==> src/common/lbc_defs.vh <==
`ifndef LBC_DEFS_VH
`define LBC_DEFS_VH
// bus states
`define LBC_ST_IDLE 2'h0
`define LBC_ST_STAT 2'h1
`define LBC_ST_CMD 2'h2
`define LBC_ST_HOLD 2'h3
// processor phases
`define LBC_PH1 1'b0
`define LBC_PH2 1'b1
// status encodings on the two status lines (s1,s0)
`define LBC_STAT_IDLE 2'h3
`define LBC_STAT_READ 2'h2
`define LBC_STAT_WRITE 2'h1
// system clock period and hold figures
`define LBC_CLK_NS 10
`define LBC_WDATA_HOLD_NS 10
`define LBC_WDATA_HOLD_CYC ((`LBC_WDATA_HOLD_NS+`LBC_CLK_NS-1)/`LBC_CLK_NS)
// widths
`define LBC_AW 24
`define LBC_DW 16
`endif

==> src/logic/lbc_sync2.v <==
`timescale 1ns/1ps
module lbc_sync2 (
   input wire mclk_i,
   input wire sys_rst_i,
   input wire rst_val_i,
   input wire d_i,
   output wire q_o
);
   reg s1_reg;
   reg s2_reg;
   // flops clear to zero; rst_val_i flips sense so q_o resets to it
   always @(posedge mclk_i or posedge sys_rst_i) begin
      if (sys_rst_i) begin
         s1_reg <= 1'b0;
         s2_reg <= 1'b0;
      end else begin
         s1_reg <= d_i ^ rst_val_i;
         s2_reg <= s1_reg;
      end
   end
   assign q_o = s2_reg ^ rst_val_i;
endmodule // lbc_sync2

==> src/logic/lbc_ready_sync.v <==
`timescale 1ns/1ps
`include "lbc_defs.vh"
module lbc_ready_sync (
   input wire mclk_i,
   input wire sys_rst_i,
   input wire in_cmd_i,
   input wire phase_i,
   input wire sync_ready_n_i,
   input wire sync_ready_select_n_i,
   input wire async_ready_n_i,
   input wire async_ready_select_n_i,
   output wire ready_n_o
);
   reg sync_hit_reg;
   reg async_samp_reg;
   reg async_hit_reg;
   wire at_ph1_end;
   assign at_ph1_end = in_cmd_i && (phase_i == `LBC_PH1);
   always @(posedge mclk_i or posedge sys_rst_i) begin
      if (sys_rst_i) begin
         sync_hit_reg <= 1'b0;
         async_samp_reg <= 1'b0;
         async_hit_reg <= 1'b0;
      end else begin
         sync_hit_reg <= at_ph1_end && !sync_ready_n_i &&
            !sync_ready_select_n_i;
         async_samp_reg <= (phase_i == `LBC_PH2) && !async_ready_n_i &&
            !async_ready_select_n_i;
         // one clock to resolve, then line up with phase 2 of command
         async_hit_reg <= at_ph1_end && async_samp_reg;
      end
   end
   assign ready_n_o = !(sync_hit_reg || async_hit_reg);
endmodule // lbc_ready_sync

==> src/logic/lbc_bus_ctrl.v <==
`timescale 1ns/1ps
`include "lbc_defs.vh"
// Contract
// - in release state, address, data and status outputs float
// - grant acknowledge high while in release state
// - operations pipelined: start every two cycles, each spans three
// - next address may appear phase 2 of command; held phase 1
// - latch strobe gives one system clock of address hold
// - transceiver enable and direction timed to avoid contention
// - command delay sampled each edge after status until command active
// - command delay never moves latch strobe or transceiver controls
// - status lines return inactive after the status state
// - command state follows status, repeats until ready
// - ready ends the operation on the same clock for both
// - sync ready sampled at end of phase 1 of each command state
// - async ready sampled at command start, one clock to resolve
// - direction low for reads, high around writes
// - write data driven only from phase 2 of status
// - write data held one system clock after last command state
// - data floats phase 2 after write; stays driven write to write
// - request during write: finish, one idle, then release
// - system clock divided by two; each state one processor clock
// - status begins with a status line low in phase 1
module lbc_bus_ctrl (
   input wire mclk_i,
   input wire sys_rst_i,
   input wire req_valid_i,
   input wire req_write_i,
   input wire [`LBC_AW-1:0] req_addr_i,
   input wire [`LBC_DW-1:0] req_wdata_i,
   output wire req_ready_o,
   output reg [`LBC_DW-1:0] rd_data_o,
   output reg rd_valid_o,
   input wire bus_request_i,
   output reg bus_grant_ack_o,
   output reg [`LBC_AW-1:0] addr_o,
   output wire addr_oe_o,
   output reg [`LBC_DW-1:0] data_o,
   output reg data_oe_o,
   input wire [`LBC_DW-1:0] data_i,
   output reg status_line_one_n_o,
   output reg status_line_zero_n_o,
   output wire status_oe_o,
   output reg addr_latch_o,
   output reg transceiver_enable_o,
   output reg transceiver_direction_o,
   output reg command_n_o,
   input wire command_delay_n_i,
   input wire sync_ready_n_i,
   input wire sync_ready_select_n_i,
   input wire async_ready_n_i,
   input wire async_ready_select_n_i,
   output wire phase_o
);
   reg [1:0] state_reg;
   reg [1:0] state_next;
   reg phase_reg;
   reg cur_wr_reg;
   reg prev_wr_reg;
   reg hold_idle_reg;
   reg cmd_on_reg;
   reg [`LBC_DW-1:0] wdata_reg;
   wire bus_req_s;
   wire cmd_dly_s;
   wire sync_ready_n_s;
   wire sync_ready_n_sel_s;
   wire async_ready_n_s;
   wire async_ready_n_sel_s;
   wire ready_n;
   wire in_cmd;
   wire last_cmd;
   wire [`LBC_DW-1:0] data_s;

   // pins from outside the clock domain pass two flops
   lbc_sync2 u_sreq (.mclk_i(mclk_i), .sys_rst_i(sys_rst_i),
      .rst_val_i(1'b0), .d_i(~bus_request_i), .q_o(bus_req_s));
   lbc_sync2 u_sdly (.mclk_i(mclk_i), .sys_rst_i(sys_rst_i),
      .rst_val_i(1'b1), .d_i(command_delay_n_i), .q_o(cmd_dly_s));
   lbc_sync2 u_ssr (.mclk_i(mclk_i), .sys_rst_i(sys_rst_i),
      .rst_val_i(1'b1), .d_i(sync_ready_n_i), .q_o(sync_ready_n_s));
   lbc_sync2 u_sss (.mclk_i(mclk_i), .sys_rst_i(sys_rst_i),
      .rst_val_i(1'b1), .d_i(sync_ready_select_n_i), .q_o(sync_ready_n_sel_s));
   lbc_sync2 u_sar (.mclk_i(mclk_i), .sys_rst_i(sys_rst_i),
      .rst_val_i(1'b1), .d_i(async_ready_n_i), .q_o(async_ready_n_s));
   lbc_sync2 u_sas (.mclk_i(mclk_i), .sys_rst_i(sys_rst_i),
      .rst_val_i(1'b1), .d_i(async_ready_select_n_i), .q_o(async_ready_n_sel_s));

   genvar gi;
   generate
      for (gi = 0; gi < `LBC_DW; gi = gi + 1) begin : g_dsync
         lbc_sync2 u_d (.mclk_i(mclk_i), .sys_rst_i(sys_rst_i),
            .rst_val_i(1'b1), .d_i(~data_i[gi]), .q_o(data_s[gi]));
      end
   endgenerate

   assign in_cmd = (state_reg == `LBC_ST_CMD);

   lbc_ready_sync u_rdy (
      .mclk_i(mclk_i),
      .sys_rst_i(sys_rst_i),
      .in_cmd_i(in_cmd),
      .phase_i(phase_reg),
      .sync_ready_n_i(sync_ready_n_s),
      .sync_ready_select_n_i(sync_ready_n_sel_s),
      .async_ready_n_i(async_ready_n_s),
      .async_ready_select_n_i(async_ready_n_sel_s),
      .ready_n_o(ready_n)
   );

   // last command ends on phase 2 with ready seen
   assign last_cmd = in_cmd && (phase_reg == `LBC_PH2) && !ready_n;
   assign phase_o = phase_reg;
   assign req_ready_o = (phase_reg == `LBC_PH2) && !bus_req_s &&
      !hold_idle_reg &&
      ((state_reg == `LBC_ST_IDLE) || (state_reg == `LBC_ST_HOLD) ||
      last_cmd);
   assign addr_oe_o = (state_reg != `LBC_ST_HOLD);
   assign status_oe_o = (state_reg != `LBC_ST_HOLD);

   // state walk on processor clock boundary
   always @* begin
      state_next = state_reg;
      if (phase_reg == `LBC_PH2) begin
         case (state_reg)
            `LBC_ST_IDLE, `LBC_ST_HOLD: begin
               if (bus_req_s)
                  state_next = `LBC_ST_HOLD;
               else if (req_valid_i && !bus_req_s)
                  state_next = `LBC_ST_STAT;
               else if (!bus_req_s)
                  state_next = `LBC_ST_IDLE;
            end
            `LBC_ST_STAT: state_next = `LBC_ST_CMD;
            `LBC_ST_CMD: begin
               if (last_cmd) begin
                  if (req_valid_i && !bus_req_s)
                     state_next = `LBC_ST_STAT;
                  else
                     state_next = `LBC_ST_IDLE;
               end
            end
            default: state_next = `LBC_ST_IDLE;
         endcase
      end
   end

   always @(posedge mclk_i or posedge sys_rst_i) begin
      if (sys_rst_i) begin
         state_reg <= `LBC_ST_IDLE;
         phase_reg <= `LBC_PH1;
         cur_wr_reg <= 1'b0;
         prev_wr_reg <= 1'b0;
         hold_idle_reg <= 1'b0;
         wdata_reg <= {`LBC_DW{1'b0}};
         addr_o <= {`LBC_AW{1'b0}};
      end else begin
         phase_reg <= ~phase_reg;
         state_reg <= state_next;
         // one idle after a write before release
         if (phase_reg == `LBC_PH2)
            hold_idle_reg <= last_cmd && cur_wr_reg && bus_req_s;
         if (last_cmd)
            prev_wr_reg <= cur_wr_reg;
         else if (state_reg == `LBC_ST_IDLE && phase_reg == `LBC_PH2)
            prev_wr_reg <= 1'b0;
         // next address issued at phase 2 of command, idle or release
         if (req_ready_o && req_valid_i) begin
            cur_wr_reg <= req_write_i;
            wdata_reg <= req_wdata_i;
            addr_o <= req_addr_i;
         end
      end
   end

   // status lines, latch strobe, transceivers, command, data
   always @(posedge mclk_i or posedge sys_rst_i) begin
      if (sys_rst_i) begin
         status_line_one_n_o <= 1'b1;
         status_line_zero_n_o <= 1'b1;
         addr_latch_o <= 1'b0;
         transceiver_enable_o <= 1'b0;
         transceiver_direction_o <= 1'b1;
         command_n_o <= 1'b1;
         cmd_on_reg <= 1'b0;
         data_o <= {`LBC_DW{1'b0}};
         data_oe_o <= 1'b0;
         bus_grant_ack_o <= 1'b0;
         rd_data_o <= {`LBC_DW{1'b0}};
         rd_valid_o <= 1'b0;
      end else begin
         bus_grant_ack_o <= (state_next == `LBC_ST_HOLD);
         // status low only through status state
         if (state_next == `LBC_ST_STAT && phase_reg == `LBC_PH2) begin
            {status_line_one_n_o, status_line_zero_n_o} <=
               req_write_i ? `LBC_STAT_WRITE : `LBC_STAT_READ;
         end else if (state_reg == `LBC_ST_STAT &&
            phase_reg == `LBC_PH2) begin
            status_line_one_n_o <= 1'b1;
            status_line_zero_n_o <= 1'b1;
         end
         // latch pulse in phase 1 of status only
         addr_latch_o <= (state_next == `LBC_ST_STAT) &&
            (phase_reg == `LBC_PH2);
         if (state_reg == `LBC_ST_STAT)
            transceiver_direction_o <= cur_wr_reg;
         else if (state_reg != `LBC_ST_CMD ||
            (req_ready_o && req_valid_i && req_write_i))
            transceiver_direction_o <= 1'b1;
         // enable spans command states, not command delay
         transceiver_enable_o <= (state_reg == `LBC_ST_STAT &&
            phase_reg == `LBC_PH2) || (in_cmd && !last_cmd);
         if (in_cmd && !cmd_on_reg && !cmd_dly_s)
            cmd_on_reg <= 1'b1;
         else if (last_cmd)
            cmd_on_reg <= 1'b0;
         command_n_o <= !(in_cmd && !last_cmd &&
            (cmd_on_reg || !cmd_dly_s));
         // write data from phase 2 of status
         if (state_reg == `LBC_ST_STAT && phase_reg == `LBC_PH1 &&
            cur_wr_reg) begin
            data_o <= wdata_reg;
            data_oe_o <= 1'b1;
         end else if (state_next == `LBC_ST_HOLD) begin
            data_oe_o <= 1'b0;
         end else if (!in_cmd && state_reg != `LBC_ST_STAT &&
            phase_reg == `LBC_PH1 && prev_wr_reg) begin
            // held through phase 1, float in phase 2
            data_oe_o <= 1'b0;
         end else if (state_reg == `LBC_ST_STAT && !cur_wr_reg) begin
            data_oe_o <= 1'b0;
         end
         rd_valid_o <= last_cmd && !cur_wr_reg;
         if (last_cmd && !cur_wr_reg)
            rd_data_o <= data_s;
      end
   end
endmodule // lbc_bus_ctrl

==> config.mk <==
export PLATFORM = sky130hd
export DESIGN_NAME = lbc_bus_ctrl
export DESIGN_NICKNAME = d
export VERILOG_FILES = /design/src/logic/lbc_sync2.v /design/src/logic/lbc_ready_sync.v /design/src/logic/lbc_bus_ctrl.v
export VERILOG_INCLUDE_DIRS = /design/src /design/src/common
export SDC_FILE = /design/constraint.sdc
export NUM_CORES = 1
export LEC_CHECK = 0
export ABC_CLOCK_PERIOD_IN_PS = 3500
export BUFFER_PORTS_ARGS = -buffer_cell sky130_fd_sc_hd__buf_2
export CAP_MARGIN = 25
export CORE_ASPECT_RATIO = 0.6
export CORE_MARGIN = 5
export CORE_UTILIZATION = 53
export DETAILED_ROUTE_END_ITERATION = 16
export PLACE_DENSITY = 0.79
export SETUP_SLACK_MARGIN = 0.2
export SYNTH_ARGS = -nofsm -noshare
export SYNTH_HDL_FRONTEND = slang
export SYNTH_HIERARCHICAL = 1
export SYNTH_SLANG_ARGS = --single-unit
export TNS_END_PERCENT = 1
==> constraint.sdc <==
create_clock -name mclk_i -period 3.5 [get_ports mclk_i]
set_clock_uncertainty 0.15 [all_clocks]
set_input_delay 0.525 -clock mclk_i [delete_from_list [all_inputs] [get_ports mclk_i]]
set_output_delay 0.525 -clock mclk_i [all_outputs]
set_load 0.05 [all_outputs]
# Yosys cells after proc, flatten, opt, wreduce, memory -nomap -nowiden

Cells that the tools add are included.

Muxes and demuxes: 19
Bitwise logic cells: 23
Reductions and logical operators: 50
Eq/ne operators: 8

Operators by type and width:

| operator           | number |
|---|---|
| $logic_and 1x1->1  | 30 |
| $not 1->1          | 23 |
| $mux 1             | 14 |
| $mux 2             | 4 |
| $reduce_bool 2->1  | 4 |
| $logic_not 1->1    | 7 |
| $eq 2x2->1 const B | 3 |
| $logic_or 1x1->1   | 6 |
| $pmux 2 s3         | 1 |
| $eq 2x1->1 const B | 2 |
| $ne 2x2->1 const B | 2 |
| $reduce_bool 4->1  | 1 |
| $logic_not 2->1    | 1 |
| $ne 2x1->1 const B | 1 |
| $reduce_or 2->1    | 1 |

Word-level logic and storage cells: 166
Output and inout bits: 69
Flip-flop bits (word level): 135

# Logic depth before layout (Yosys ltp)

Depth after elaboration: 10
Depth in mapped cells: 8
Mapped depth without buffers: 6

# Cells and area by module

The synthesis kept the hierarchy.

By module, submodules not included:

| module         | area each (µm²) | cells an instance | instances | sequential area each (µm²) |
|---|---|---|---|---|
| lbc_bus_ctrl   | 3812.4          | 299               | 1         | 2207.1 |
| lbc_sync2      | 71.3            | 5                 | 22        | 50.0 |
| lbc_ready_sync | 120.1           | 8                 | 1         | 75.1 |

# Worst setup path after synthesis

No wires, ideal clock.

Kind: flip-flop to flip-flop
Start: register phase_reg (netlist: phase_o)
End: register addr_o[0]
Path slack: 0.807 ns
Path buffers: 2
Cell stages (with the launch flop): 7
Library setup time: 0.125 ns
Clock period less this slack: 2.693 ns
Required time: 3.225 ns
Arrival time: 2.418 ns
Path through: dfrtp_1 -> buf_2 -> inv_2 -> a2111oi_4 -> nand2_4 -> buf_6 -> mux2_4

Cells in the longest elaborated chain, start to end: 5
Elaborated cells between the ends (all ways): 7
Those cells by class: reduce/logical: 7

RTL lines:

| element                         | line               | source |
|---|---|---|
| start: declaration              | lbc_bus_ctrl.v:57  | `reg phase_reg;` |
| start signal: assignment        | lbc_bus_ctrl.v:150 | `` phase_reg <= `LBC_PH1; `` |
| start signal: assignment        | lbc_bus_ctrl.v:157 | `phase_reg <= ~phase_reg;` |
| $logic_and 1x1->1 (2 in series) | lbc_bus_ctrl.v:111 | `` assign last_cmd = in_cmd && (phase_reg == `LBC_PH2) && !ready_n; `` |
| $logic_or 1x1->1                | lbc_bus_ctrl.v:115 | `` ((state_reg == `LBC_ST_IDLE) \|\| (state_reg == `LBC_ST_HOLD) \|\| `` |
| $logic_and 1x1->1 (*)           | lbc_bus_ctrl.v:113 | `` assign req_ready_o = (phase_reg == `LBC_PH2) && !bus_req_s && `` |
| named net req_ready_o           | lbc_bus_ctrl.v:31  | `output wire req_ready_o,` |
| $logic_and 1x1->1 (*)           | lbc_bus_ctrl.v:167 | `if (req_ready_o && req_valid_i) begin` |
| end signal: assignment          | lbc_bus_ctrl.v:155 | `` addr_o <= {`LBC_AW{1'b0}}; `` |
| end signal: assignment          | lbc_bus_ctrl.v:170 | `addr_o <= req_addr_i;` |
| end: declaration                | lbc_bus_ctrl.v:36  | `` output reg [`LBC_AW-1:0] addr_o, `` |

The timed path passes the listed nets; every way through them passes the cells marked *.
A chain may end at the register's enable or synchronous reset.

# Worst setup path in the final report

Start: register state_reg[0]
End: output req_ready_o

Cells in the longest elaborated chain, start to end: 5
Elaborated cells between the ends (all ways): 8
Those cells by class: eq/ne: 2; reduce/logical: 6

RTL lines:

| element                         | line               | source |
|---|---|---|
| start: declaration              | lbc_bus_ctrl.v:55  | `reg [1:0] state_reg;` |
| start signal: assignment        | lbc_bus_ctrl.v:149 | `` state_reg <= `LBC_ST_IDLE; `` |
| start signal: assignment        | lbc_bus_ctrl.v:158 | `state_reg <= state_next;` |
| $eq 2x2->1                      | -                  |  |
| named net in_cmd                | lbc_bus_ctrl.v:70  | `wire in_cmd;` |
| $logic_and 1x1->1 (2 in series) | lbc_bus_ctrl.v:111 |  |
| $logic_or 1x1->1                | lbc_bus_ctrl.v:115 |  |
| $logic_and 1x1->1               | lbc_bus_ctrl.v:113 |  |
| end: declaration                | lbc_bus_ctrl.v:31  |  |

The timed path passes the listed nets, and every way through them passes these cells.

==> results.yml <==
placement:
  place_congestion: 0.8575
  placed_cell_area_um2: 6430
  portBuffers: 134
  hpwl_mm: 7.950
cts:
  cts_tree: "yes"
  cts_buffers: 17
  root_buffer: "clkbuf_16"
  cts_buffer_depth: 2
  cts_setup_buffers: 0
  clk_pin_slew_worst_paths_ns: 0.06
  cts_resized: 0
  ctsHtreeMaxLevel: 4
  insertion_delay_ns: 0.40
  cts_sinks: 135
  cts_hold_buf: 0
drt:
  drt_iter0_drc: 215
  routedWlPerCell_um: 14.65
  routed-via-count: 3522
  post_drt_via_cell_ratio: 4.709
  wl_mm: 10.96
  drc: 0
  first_pass_iters: 4
  ant_nets: 0
outcome:
  status: "completed"
worst_setup_path:
  crit_path_start: "state_reg[0]$_DFF_PP0_"
  cp.arrival_ns: 2.34
  end_kind: "output pin"
  required_ns: 2.82
  crit_type: "reg -> out"
  ff2ff_path_depth: 6
  start_kind: "flop"
  crit_fanout: 12
  r2r_start: "state_reg[0]$_DFF_PP0_"
synth:
  ys_seq_area_frac: 0.6150
  yosysTopAreaCell: "dfrtp_1"
  synth_area_leaders: "dfrtp_1 60%, mux2_4 11%, xor2_1 7.0%"
  synth_top_area_share: 0.5959
  synth-warning-count: 6
  avgSynthCellArea_um2: 13.19
  synthCells: 417
  synth_area_um2: 5502
  synth_cell_types: 45
  synth_seq_cells: 135
power_and_ir_drop:
  power_frac_comb: 0.401
  vdd_drop_max_uv: 617.0
  intPower_w: 0.004358
  swShare: 0.3964
  switching_power_w: 0.002863
  power_leakage_nw: 3.826
  seqPwrFrac: 0.331
  powerDensity_nw_per_um2: 1019
  p_clk_frac: 0.268
  power.total_w: 0.007221
grt:
  antenna_found_initial: 0
  grt-ovfl-total: 0
  grt_pass1_wl_mm: 17.96
  grt_max_degree: 55
  first_global_vias: 3732
  track_usage: 0.1848
die:
  rows: 28
  die-area_um2: 12580
  boundaryPins: 135
  die_h_um: 88.92
  initial_core_util: 0.5510
  core_area_um2: 9985
  die_w_um: 141.5
timing:
  slew_headroom: 0.4928
  max_clock_freq_ghz: 0.3322
  rsz0062_at_grt: "false"
  slew_violations: 0
  setup_viol_count_final: 0
  tns_ns: 0
  period_share: 0.8602
  period_minus_slack_ns: 3.011
  hold_viol: 0
  worstMarginPinSlew_ns: 0.7607
cells_and_area:
  design_area_um2: 7084
  layout_common_cells: "134 x buf_2, 131 x dfrtp_1, 54 x nand2_1"
  n_antenna_cell: 0
  layout.cells.most_common: "buf_2"
  largest_reg_flops: 24
  fin_nets: 670
  drive_gt1_frac: 0.3915
  syn_to_final_growth_pct: 28.77
  regMostFlops: "addr_o"
job:
  maxCapViolCount: 0
min_path:
  hp-class: "in -> async"
==> per-layer routing <==
metal | vias up | global-route usage | share of wire
li1 | 1654 | - | -
met1 | 1756 | 0.2405 | 0.44
met2 | 95 | 0.3005 | 0.49
met3 | 17 | 0.06146 | 0.062
met4 | 0 | 0.05749 | 0.012
met5 | - | 0 | 0
==> cells in the mapped netlist (all sizes together) <==
cell type / count
o31a: 1
nand2: 55
o21ba: 1
a21oi: 2
o21ai: 7
a2111oi: 2
conb: 2
dfstp: 4
a32o: 1
nand2b: 3
a21bo: 1
nor3: 1
or2: 1
nor3b: 3
mux2: 56
inv: 48
and3: 1
nor4b: 1
and2b: 1
and3b: 1
dfrtp: 131
nand3: 5
buf: 10
nand4: 1
a211oi: 5
nor4bb: 2
a311oi: 1
o21a: 1
nor2: 13
a41oi: 1
ha: 4
a21o: 1
a31oi: 1
clkbuf: 4
xor2: 44
a22o: 1
==> cells by family after synthesis <==
kind of cell	after synthesis	share of synthesized area
fa+ha+maj	4	0.009097
compound gates	26	0.03730
other cells	2	0.001365
xor+xnor	44	0.07005
buf+inv	62	0.05049
flops	135	0.6150
simple gates	88	0.07550
mux	56	0.1412
==> worst max-delay path: stages (launching register included) <==
cell and delay [ns]:
dfrtp_1 0.44, inv_1 0.13, ha_1 0.41, nand2b_2 0.12
a2111oi_4 0.48, buf_2 0.35
==> cell type report <==
cell class,instances,area [µm²]
sequential,135,3383
tap,135,168.9
timing repair buffer,136,698.2
inverter,48,181.4
fill,681,2900
clock inverter,13,201.4
clock buffer,19,452.9
multi-input combinational,262,1998
==> power groups by stage <==
| stage | Sequential (W) | Clock (W) | Combinational, W |
|---|---|---|---|
| 6_report | 0.00239 | 0.00194 | 0.00290 |
| 5_1_grt | 0.00246 | 0.00204 | 0.00305 |
| 4_1_cts | 0.00239 | 0.00197 | 0.00292 |
| 3_5_place_dp | 0.00240 | 0 | 0.00291 |
| 3_3_place_gp | 0.00238 | 0 | 0.00284 |
| 2_1_floorplan | 0.00351 | 0 | 0.00117 |
==> stage by stage <==
stage	utilization	setup WS, ns	instances	hold WS [ns]
2_1_floorplan	-	0.5531	459	0.1162
4_1_cts	0.7095	0.5043	748	0.03973
3_5_place_dp	0.6440	0.7133	716	0.1858
5_1_grt	0.7095	0.3347	748	0.05955
6_report	0.7095	0.4894	748	0.04052
3_3_place_gp	0.6440	0.8220	716	0.1832
==> final timing paths <==
kind / end / slack, ns
max in group asynchronous: addr_o[3]$_DFFE_PP0N_ / 2.23
setup / recovery: req_ready_o / 0.49
hold reg to reg: u_ssr/s2_reg$_DFF_PP0_ / 0.20
setup reg to reg: addr_o[21]$_DFFE_PP0N_ / 0.67
hold / removal: g_dsync[5].u_d/s1_reg$_DFF_PP0_ / 0.04
min in group mclk_i: u_ssr/s1_reg$_DFF_PP0_ / 0.15
No activity file was read; power rests on OpenSTA's default activity.
